File: config.mk
export PLATFORM = sky130hd
export DESIGN_NAME = bec_block_enable
export DESIGN_NICKNAME = d
export VERILOG_FILES = /design/src/pkg/bec_pkg.sv /design/src/verilog/bec_block_enable.sv
export VERILOG_INCLUDE_DIRS = /design/src /design/src/pkg
export SDC_FILE = /design/constraint.sdc
export NUM_CORES = 1
export LEC_CHECK = 0
export BUFFER_PORTS_ARGS = -buffer_cell sky130_fd_sc_hd__buf_2
export CAP_MARGIN = 20
export CORE_UTILIZATION = 46
export CTS_CLUSTER_DIAMETER = 80
export CTS_CLUSTER_SIZE = 30
export DETAILED_ROUTE_END_ITERATION = 7
export PLACE_DENSITY = 0.82
export SYNTH_ARGS = -nofsm -noshare
export SYNTH_HDL_FRONTEND = slang
export SYNTH_SLANG_ARGS = --single-unit
File: constraint.sdc
create_clock -name clk -period 2.2 [get_ports clk]
set_clock_uncertainty 0.15 [all_clocks]
set_input_delay 0.44 -clock clk [delete_from_list [all_inputs] [get_ports clk]]
set_output_delay 0.44 -clock clk [all_outputs]
set_load 0.02 [all_outputs]
File: src/pkg/bec_map.svh
// Offsets, field positions, reset values and sync depth for the block enable register
`ifndef BEC_MAP_SVH
`define BEC_MAP_SVH

`define BEC_ADDR_ENABLE_ONE 8'h1D
`define BEC_RESET_BYTE 8'h00
`define BEC_BIT_ACTIVE 7
`define BEC_BIT_SLEEP 6
`define BEC_BIT_MICBIAS 4
`define BEC_BIT_MICAMP 3
`define BEC_BIT_SCAN 2
`define BEC_AUTO_OFF 2'h0
`define BEC_AUTO_ONE 2'h1
`define BEC_AUTO_TWO 2'h2
`define BEC_SYNC_STAGES 3
`define BEC_PIN_COUNT 3
`define BEC_PIN_SWITCH 0
`define BEC_PIN_PRESENT 1
`define BEC_PIN_BUTTON 2

`endif

File: src/pkg/bec_pkg.sv
// Types shared by the block enable register logic
package bec_pkg;
    typedef enum logic [1:0] {
        BEC_OFF = 2'b00,
        BEC_IDENT = 2'b01,
        BEC_RUN = 2'b10,
        BEC_SLEEP = 2'b11
    } bec_mode_t;
endpackage : bec_pkg

File: src/verilog/bec_block_enable.sv
// Block enable register one: host control, auto-config override and power modes
`timescale 1ns/1ps
`include "bec_map.svh"

// Contract
// - In either automatic setting, host writes to the mic bias and mic preamp bits are ignored.
// - In automatic setting, the mic bias and mic preamp bits read back the device-chosen block states.
// - Removal sensing runs once a jack is seen inserted, regardless of enables.
// - Active control at 0 holds lowest-power shutdown, only insertion or removal sensing runs.
// - Active control rising to 1 powers up and starts jack identification at once.
// - In shutdown a broken jack switch reports an accessory as inserted.
// - With active control at 0 the sleep-watch bit is ignored entirely.
// - Sleep-watch button press sets the flag; interrupt only when mask set.
// - Sleep-watch cleared gives normal mode while active control stays set.
// - Bit 4 drives mic bias; host-written outside auto, reports device state inside.
// - Bit 3 drives mic preamp; host-written outside auto, reports device state inside.
// - Bit 2 reports key-scan converter state and is read-only always.
module bec_block_enable
    import bec_pkg::*;
(
    // Clock and reset
    input wire logic clk,
    input wire logic reset,
    // Register port
    input wire logic regWrEn,
    input wire logic regRdEn,
    input wire logic [7:0] regAddr,
    input wire logic [7:0] regWrData,
    output logic [7:0] regRdData,
    // Automatic configuration state
    input wire logic [1:0] autoField,
    input wire logic autoMicBias,
    input wire logic autoMicAmp,
    input wire logic buttonScanAdcOn,
    // Jack pins, asynchronous
    input wire logic jackSwitchClosed,
    input wire logic accessorySensed,
    input wire logic buttonSensed,
    input wire logic jackSwitchBroken,
    // Status side
    input wire logic buttonPressIrqMask,
    input wire logic buttonPressFlagClr,
    output logic buttonPressFlag,
    output logic buttonPressIrq,
    // Block controls
    output logic deviceActive,
    output logic sleepWatchOn,
    output logic micBiasOn,
    output logic micAmpOn,
    output logic insertSenseOn,
    output logic removalSenseOn,
    output logic jackInserted,
    output logic identifyStart
);

    // Pin synchronisers: the first stage feeds only the second
    logic [`BEC_PIN_COUNT-1:0] pinRaw;
    logic [`BEC_PIN_COUNT-1:0] pinValue;
    assign pinRaw = {buttonSensed, accessorySensed, jackSwitchClosed};

    genvar gi;
    generate
        for (gi = 0; gi < `BEC_PIN_COUNT; gi = gi + 1) begin : g_sync
            logic [`BEC_SYNC_STAGES-1:0] stage_reg;
            logic [`BEC_SYNC_STAGES-1:0] stage_next;
            logic value_reg;
            logic value_next;
            always_comb begin
                stage_next = {stage_reg[`BEC_SYNC_STAGES-2:0], pinRaw[gi]};
                // Only a level seen by both late stages counts, filtering one-stage glitches
                value_next = (stage_reg[`BEC_SYNC_STAGES-2] == stage_reg[`BEC_SYNC_STAGES-1]) ?
                             stage_reg[`BEC_SYNC_STAGES-1] : value_reg;
            end
            always_ff @(posedge clk) begin
                if (reset) begin
                    stage_reg <= '0;
                    value_reg <= 1'b0;
                end else begin
                    stage_reg <= stage_next;
                    value_reg <= value_next;
                end
            end
            assign pinValue[gi] = value_reg;
        end
    endgenerate

    // Host-held register bits
    logic activeCtl_reg, activeCtl_next;
    logic sleepCtl_reg, sleepCtl_next;
    logic micBiasCtl_reg, micBiasCtl_next;
    logic micAmpCtl_reg, micAmpCtl_next;
    logic autoOn;
    logic regHit;

    assign autoOn = (autoField == `BEC_AUTO_ONE) || (autoField == `BEC_AUTO_TWO);
    assign regHit = (regAddr == `BEC_ADDR_ENABLE_ONE);

    always_comb begin
        activeCtl_next = activeCtl_reg;
        sleepCtl_next = sleepCtl_reg;
        micBiasCtl_next = micBiasCtl_reg;
        micAmpCtl_next = micAmpCtl_reg;
        if (regWrEn && regHit) begin
            activeCtl_next = regWrData[`BEC_BIT_ACTIVE];
            sleepCtl_next = regWrData[`BEC_BIT_SLEEP];
            if (!autoOn) begin
                micBiasCtl_next = regWrData[`BEC_BIT_MICBIAS];
                micAmpCtl_next = regWrData[`BEC_BIT_MICAMP];
            end
        end
    end

    always_ff @(posedge clk) begin
        if (reset) begin
            activeCtl_reg <= 1'b0;
            sleepCtl_reg <= 1'b0;
            micBiasCtl_reg <= 1'b0;
            micAmpCtl_reg <= 1'b0;
        end else begin
            activeCtl_reg <= activeCtl_next;
            sleepCtl_reg <= sleepCtl_next;
            micBiasCtl_reg <= micBiasCtl_next;
            micAmpCtl_reg <= micAmpCtl_next;
        end
    end

    // Power mode
    bec_mode_t mode_reg, mode_next;

    always_comb begin
        case (mode_reg)
            BEC_OFF: mode_next = activeCtl_reg ? BEC_IDENT : BEC_OFF;
            BEC_IDENT: mode_next = !activeCtl_reg ? BEC_OFF :
                                   (sleepCtl_reg ? BEC_SLEEP : BEC_RUN);
            BEC_RUN: mode_next = !activeCtl_reg ? BEC_OFF :
                                 (sleepCtl_reg ? BEC_SLEEP : BEC_RUN);
            BEC_SLEEP: mode_next = !activeCtl_reg ? BEC_OFF :
                                   (sleepCtl_reg ? BEC_SLEEP : BEC_RUN);
            default: mode_next = BEC_OFF;
        endcase
    end

    always_ff @(posedge clk) begin
        if (reset) begin
            mode_reg <= BEC_OFF;
        end else begin
            mode_reg <= mode_next;
        end
    end

    // Effective block states and outputs
    logic micBiasEff, micAmpEff;
    logic jackNext;
    logic buttonPrev_reg;
    logic buttonEdge;
    logic powered;

    assign powered = (mode_next != BEC_OFF);
    assign micBiasEff = autoOn ? autoMicBias : micBiasCtl_reg;
    assign micAmpEff = autoOn ? autoMicAmp : micAmpCtl_reg;
    assign buttonEdge = pinValue[`BEC_PIN_BUTTON] && !buttonPrev_reg;

    always_comb begin
        case (mode_next)
            // Mechanical switch only; a broken one can only report inserted
            BEC_OFF: jackNext = jackSwitchBroken || pinValue[`BEC_PIN_SWITCH];
            // Electrical sensing covers a broken switch
            BEC_SLEEP: jackNext = pinValue[`BEC_PIN_PRESENT];
            default: jackNext = jackSwitchBroken ? pinValue[`BEC_PIN_PRESENT] :
                                pinValue[`BEC_PIN_SWITCH];
        endcase
    end

    logic [7:0] rdNext;
    logic flagNext;

    always_comb begin
        rdNext = `BEC_RESET_BYTE;
        if (regRdEn && regHit) begin
            rdNext[`BEC_BIT_ACTIVE] = activeCtl_reg;
            rdNext[`BEC_BIT_SLEEP] = sleepCtl_reg;
            rdNext[`BEC_BIT_MICBIAS] = micBiasEff;
            rdNext[`BEC_BIT_MICAMP] = micAmpEff;
            rdNext[`BEC_BIT_SCAN] = buttonScanAdcOn;
        end
        // Set beats a clear landing in the same cycle
        flagNext = (buttonPressFlag && !buttonPressFlagClr) ||
                   ((mode_reg == BEC_SLEEP) && buttonEdge);
    end

    always_ff @(posedge clk) begin
        if (reset) begin
            regRdData <= `BEC_RESET_BYTE;
            buttonPrev_reg <= 1'b0;
            buttonPressFlag <= 1'b0;
            buttonPressIrq <= 1'b0;
            deviceActive <= 1'b0;
            sleepWatchOn <= 1'b0;
            micBiasOn <= 1'b0;
            micAmpOn <= 1'b0;
            insertSenseOn <= 1'b0;
            removalSenseOn <= 1'b0;
            jackInserted <= 1'b0;
            identifyStart <= 1'b0;
        end else begin
            regRdData <= rdNext;
            buttonPrev_reg <= pinValue[`BEC_PIN_BUTTON];
            buttonPressFlag <= flagNext;
            buttonPressIrq <= flagNext && buttonPressIrqMask;
            deviceActive <= powered;
            sleepWatchOn <= (mode_next == BEC_SLEEP);
            // Shutdown gates mic bias and mic amp off
            micBiasOn <= powered && micBiasEff;
            micAmpOn <= powered && micAmpEff;
            insertSenseOn <= !jackNext;
            removalSenseOn <= jackNext;
            jackInserted <= jackNext;
            identifyStart <= (mode_next == BEC_IDENT);
        end
    end
endmodule : bec_block_enable

Word-level counts from Yosys, hierarchy flattened:

Index checks and enable logic that the tools add are counted.

* equality and inequality tests: 11
* multiply operators: 0
* div/mod/pow operators: 0
* shift-type cells: 0
* bitwise operators: 2
* add/sub/neg operators: 0
* multiplexer cells: 8
* reductions and logical operators: 20
* magnitude comparators: 0

Operators with widths (number)
* $eq 2x2->1 const B: 4
* $eq 8x5->1 const B: 1
* $logic_and 1x1->1: 8
* $eq 2x1->1 const B: 3
* $mux 1: 5
* $logic_not 2->1: 2
* $pmux 2 s2: 1
* $eq 1x1->1: 3
* $logic_not 1->1: 3
* $logic_or 1x1->1: 3
* $reduce_or 3->1: 1
* $mux 2: 1
* $not 1->1: 2
* $pmux 1 s2: 1
* $reduce_and 2->1: 1
* $reduce_bool 2->1: 1
* $reduce_or 2->1: 1

* input port bits: 31
* word-level logic and storage cells: 64
* bits in read-only memories: 0
* bits in latches: 0
* bits in writable memories: 0
* output and inout bits: 18
* register bits after elaboration: 36
* memories: 0

Depth between registers and ports, before layout:

* depth in word-level cells: 6
* depth in mapped cells: 7
* gate-level depth less buffers: 7

Worst setup path after synthesis:

Ideal clock, no wire load.

* path type: input port to flip-flop
* start point: in regAddr[5]
* end point: reg micAmpCtl_reg
* required time: 1978 ps
* path buffers: 0
* stages on the path: 3
* data arrival time: 1515 ps
* slack: 463 ps
* setup time: 72 ps
* cells stage by stage: or4b_4 -> nor4_4 -> mux2i_1

* longest elaborated chain between the ends: 3

RTL lines
* start: declaration: RTL line bec_block_enable.sv:27 `input wire logic [7:0] regAddr,`
* $eq 8x5->1 (no line)
* $logic_and 1x1->1: RTL line bec_block_enable.sv:103 `if (regWrEn && regHit) begin`
* $reduce_and 2->1 (no line)
* end signal: assignment: RTL line bec_block_enable.sv:123 `micAmpCtl_reg <= micAmpCtl_next;`
* end: declaration: RTL line bec_block_enable.sv:91 `logic micAmpCtl_reg, micAmpCtl_next;`

No other way between the ends.
A chain may end at the register's enable or synchronous reset.

Final worst setup path:

* start point: reg mode_reg[1]
* end point: reg insertSenseOn

* longest elaborated chain between the ends: 6
* elaborated cells on any way between the ends: 10
* those cells by class: eq/ne (4); mux (2); reduce/logical (4)

RTL lines
* start: declaration: RTL line bec_block_enable.sv:128 `bec_mode_t mode_reg, mode_next;`
* start signal: assignment: RTL line bec_block_enable.sv:147 `mode_reg <= mode_next;`
* $eq 2x2->1 or $eq 2x1->1 (tied branches): RTL line bec_block_enable.sv:131 `case (mode_reg)`
* $reduce_or 3->1 (no line)
* $pmux 2 s2 (*): RTL line bec_block_enable.sv:131
* $eq 2x2->1 or $logic_not 2->1 (tied branches): RTL line bec_block_enable.sv:164 `case (mode_next)`
* $pmux 1 s2 (*): RTL line bec_block_enable.sv:164
* $logic_not 1->1 (*): RTL line bec_block_enable.sv:215 `insertSenseOn <= !jackNext;`
* end signal: assignment: RTL line bec_block_enable.sv:215
* end: declaration: RTL line bec_block_enable.sv:50 `output logic insertSenseOn,`

Mark *: on every way between the ends. The rest lies on a longest branch, timed or not.

==> results <==
- The flow ran to the end, and the final reports show no timing, DRC or antenna violations.
- After detailed routing, the number of vias per cell comes to 4.65.
- Dividing the final minimum period by the clock period gives 81.7%.
- The H-tree generated during clock tree synthesis spans 2 levels.
- Buffers placed on the I/O ports in this run total 41.
- STA classifies the critical path endpoint as a flop.
- The final layout contains 188 nets.
- In this run the vertical extent of the chip is 53.4 um.
- The worst hold path belongs to the class in2reg.
- The number of setup violations in the final report is 0.
- The final setup slack of the worst path is 403 ps.
- The worst hold path terminates at buttonPressIrq$_SDFF_PP0_.
- The worst setup path is launched from a flop.
- The critical setup path kind is reg2reg.
- The final cell utilization of the core is 59.0%.
- The worst-case IR drop observed on VDD is 0.000529 V.
- The complex-gate fraction of the synthesized area is 5.24%.
- The core region is 2500 um^2.
- The number of global-route vias before repair is 786.
- The floorplan row count is 18.
- The number of buffers created by CTS is 5.
- TritonCTS built the clock tree.
- The kind of cell with the highest combined delay on the critical path is compound AO/OA/AOI/OAI gates.
- The worst register-to-register path has a depth of 5.
- The cell area after placement is 1430 um^2.
- After clock tree synthesis, the clock-pin slew on the worst setup and hold paths is 90 ps.
- The startpoint identified for the worst hold timing path is buttonPressIrqMask.
- The total congestion overflow is 0.
- The fraction of registers with async set or reset after synthesis is 0%.
- The max-slew violation count came to 0.
- The initial antenna violation count is 0.
- The die covers 2860 um^2.
- For the worst setup path, the data required time is 2270 ps.
- Global routing used 15.7% of the available tracks across all layers.
- The average cell area after synthesis is 11.0 um^2.
- The number of hold buffers added after CTS is 0.
- The internal reg-to-reg setup slack is 400 ps.
- Once detail routing completed, the nets flagged for antenna violations numbered 0.
- In the routed design, unresolved DRC markers number 0.
- The last weighted congestion value of the routability-driven placer is 0.733.
- The critical path goes through o21ai_0, ha_1, mux2_2, nand2_1, and3b_1.
- The final wirelength is 1.95 mm.
- The tree is rooted in a clkbuf_4.
- The share of cells above drive strength 1 is 33.5%.
- The combinational family with the most area after synthesis is simple AND/OR/NAND/NOR gates.
- The first global-routing pass estimated 3.10 mm of wire.
- The number of standard cells after synthesis is 111.
- The maximum cell stage delay along the critical path is 390 ps.
- No sink is reached through more buffers than the 2 on the longest clock path.
- For this run, the number of Yosys warnings is 0.
- The per-cell routed wire length is 10.6 um.
- The beginning of the worst register-to-register path is mode_reg[1]$_SDFF_PP0_.
- The pin count of the biggest net entering global routing is 33.
- Counting flops and latches in the post-synthesis netlist gives 33.
- Summing the areas of all and, or, nand and nor instances in the mapped netlist gives 26.2% of the synthesized area.
- The final instance area is 1480 um^2.
- The static leakage is 0.689 nW.
- The HPWL after detailed placement is 1.51 mm.
- In this run the horizontal extent of the chip is 53.4 um.
- The netlist area before placement is 1220 um^2.
- Yosys mapped a number of flops with a built-in enable equal to 0.
- In this run the critical register-to-register path is captured at insertSenseOn$_SDFF_PP0_.
- After synthesis, flip-flops and latches occupy 54.3% of the total area.
- Along the worst path, the maximum fanout reaches 4.
- The number of antenna diodes is 0.
- The cell depth of the worst hold path is 2.
- The number of different library cells in the post-synthesis netlist is 26.
- The area growth from synthesis to layout is 21.2%.
- For this run, the leading register cell type out of synthesis is dfxtp_1.
- On the critical path, the stage with the largest delay is an instance of o21ai_0.
- The number of detailed-routing iterations run before antenna repair is 4.
- Summing the areas of all fa, ha and maj instances in the mapped netlist gives 3.08% of the synthesized area.
- Before CTS, the worst setup slack after placement is 287 ps.
- The number of flip-flops in the largest register is 9.
- Setup repair after global routing left no endpoint under its margin.
- For the worst-skew pair, the clock arrives at the later sink with an insertion delay of 310 ps.
- For this design the ratio of total power to cell area is 665 nW/um^2.
- The via count is 860.
- The synthesized netlist devotes 0.719% of its cell area to XOR and XNOR gates.
- The worst hold margin is 170 ps.
- For this design, the sink count on the clock tree is 33.
- The number of I/O pins is 49.
- Data on the critical path arrives at its endpoint at 1870 ps.
- The mux share of post-synthesis cell area is 5.86%.
- The smallest clock period supported by the final layout is computed as 1800 ps.
- Leaving out fill and tap cells, the most frequent cells in the layout are 41 x buf_2, 33 x dfxtp_1, 14 x nor2b_1, 9 x nand2b_1, 6 x mux2i_1.
- The critical path contains buffers and inverters numbering 0 combined.
- The setup TNS is 0 ps.
- The initial core utilization is 48.7%.
- The commonest non-fill, non-tap cell in the layout is buf_2.
- The number of cells upsized or downsized after cts is 0.
- The number of buffers inserted to repair setup after CTS is 0.
- Across the run, the number of max-cap violations was 0.
- Static timing analysis puts the maximum clock frequency at 557 MHz.
- The violation count after the first detailed-routing iteration is 10.
- The final hold violation count is 0.
==> how the worst max path moves through the flow <==
stage / cells past startpoint / startpoint / slack (ps) / end
floorplan: 3 / regAddr[5] / 460 / micAmpCtl_reg$_SDFFE_PP0P_
global placement: 4 / regAddr[5] / 320 / micAmpCtl_reg$_SDFFE_PP0P_
detailed placement: 4 / regAddr[5] / 290 / micBiasCtl_reg$_SDFFE_PP0P_
CTS: 5 / mode_reg[1]$_SDFF_PP0_ / 430 / insertSenseOn$_SDFF_PP0_
global route: 7 / mode_reg[1]$_SDFF_PP0_ / 330 / insertSenseOn$_SDFF_PP0_
finish: 5 / mode_reg[1]$_SDFF_PP0_ / 400 / insertSenseOn$_SDFF_PP0_
==> metal layers <==
layer	up-vias	GRT usage [%]	routed length, um
met4	0	11.0	44
met5	-	0	0
li1	444	-	-
met2	23	27.7	988
met3	7	5.46	79
met1	386	14.9	839
==> logic make-up (layout without fill, tap and decap cells) <==
family,count (synthesis),in the layout
buffers and inverters,10,52
adder cells (fa/ha/maj),3,3
multiplexers,7,7
AO/OA/AOI/OAI,12,12
XOR/XNOR,1,1
AND/OR/NAND/NOR,44,44
flip-flops,33,33
other,1,3
==> through the flow <==
stage / std cells / power (mW)
after floorplan: 113 / 0.667
after global placement: 177 / 0.691
after detailed placement: 177 / 0.693
after CTS: 185 / 0.993
after global routing: 185 / 1.03
final: 185 / 0.981
==> power breakdown <==
group          internal, mW  switching [mW]
clock                 0.127           0.176
sequential            0.606         0.00275
combinational        0.0336          0.0359
total                 0.767           0.215
==> worst register-to-register path, cell delays in order, from the launching register on <==
cell	delay, ps
dfxtp_1	340
o21ai_0	400
ha_1	360
mux2_2	230
nand2_1	60
and3b_1	170
==> final cells by class <==
| cell class | count | area [um^2] |
|---|---|---|
| fill | 211 | 1020 |
| tap | 30 | 37.5 |
| clock buffer | 8 | 48.8 |
| timing repair buffer | 41 | 205 |
| inverter | 3 | 11.3 |
| sequential | 33 | 661 |
| multi-input combinational | 70 | 512 |
==> Yosys cell counts, drive strengths merged (2+ instances only) <==
cell	n	area share, %
dfxtp	33	54
nor2b	14	7.2
nand2b	9	4.6
mux2i	6	4.9
a21oi	5	2.1
o21ai	5	2.1
and2	4	2.1
buf	4	2.5
nand2	4	1.2
nor2	4	1.2
clkbuf	3	0.92
ha	3	3.1
inv	3	0.92
nor3	3	1.6
nand4b	2	2.7
No activity file was read; power rests on OpenSTA's default activity.
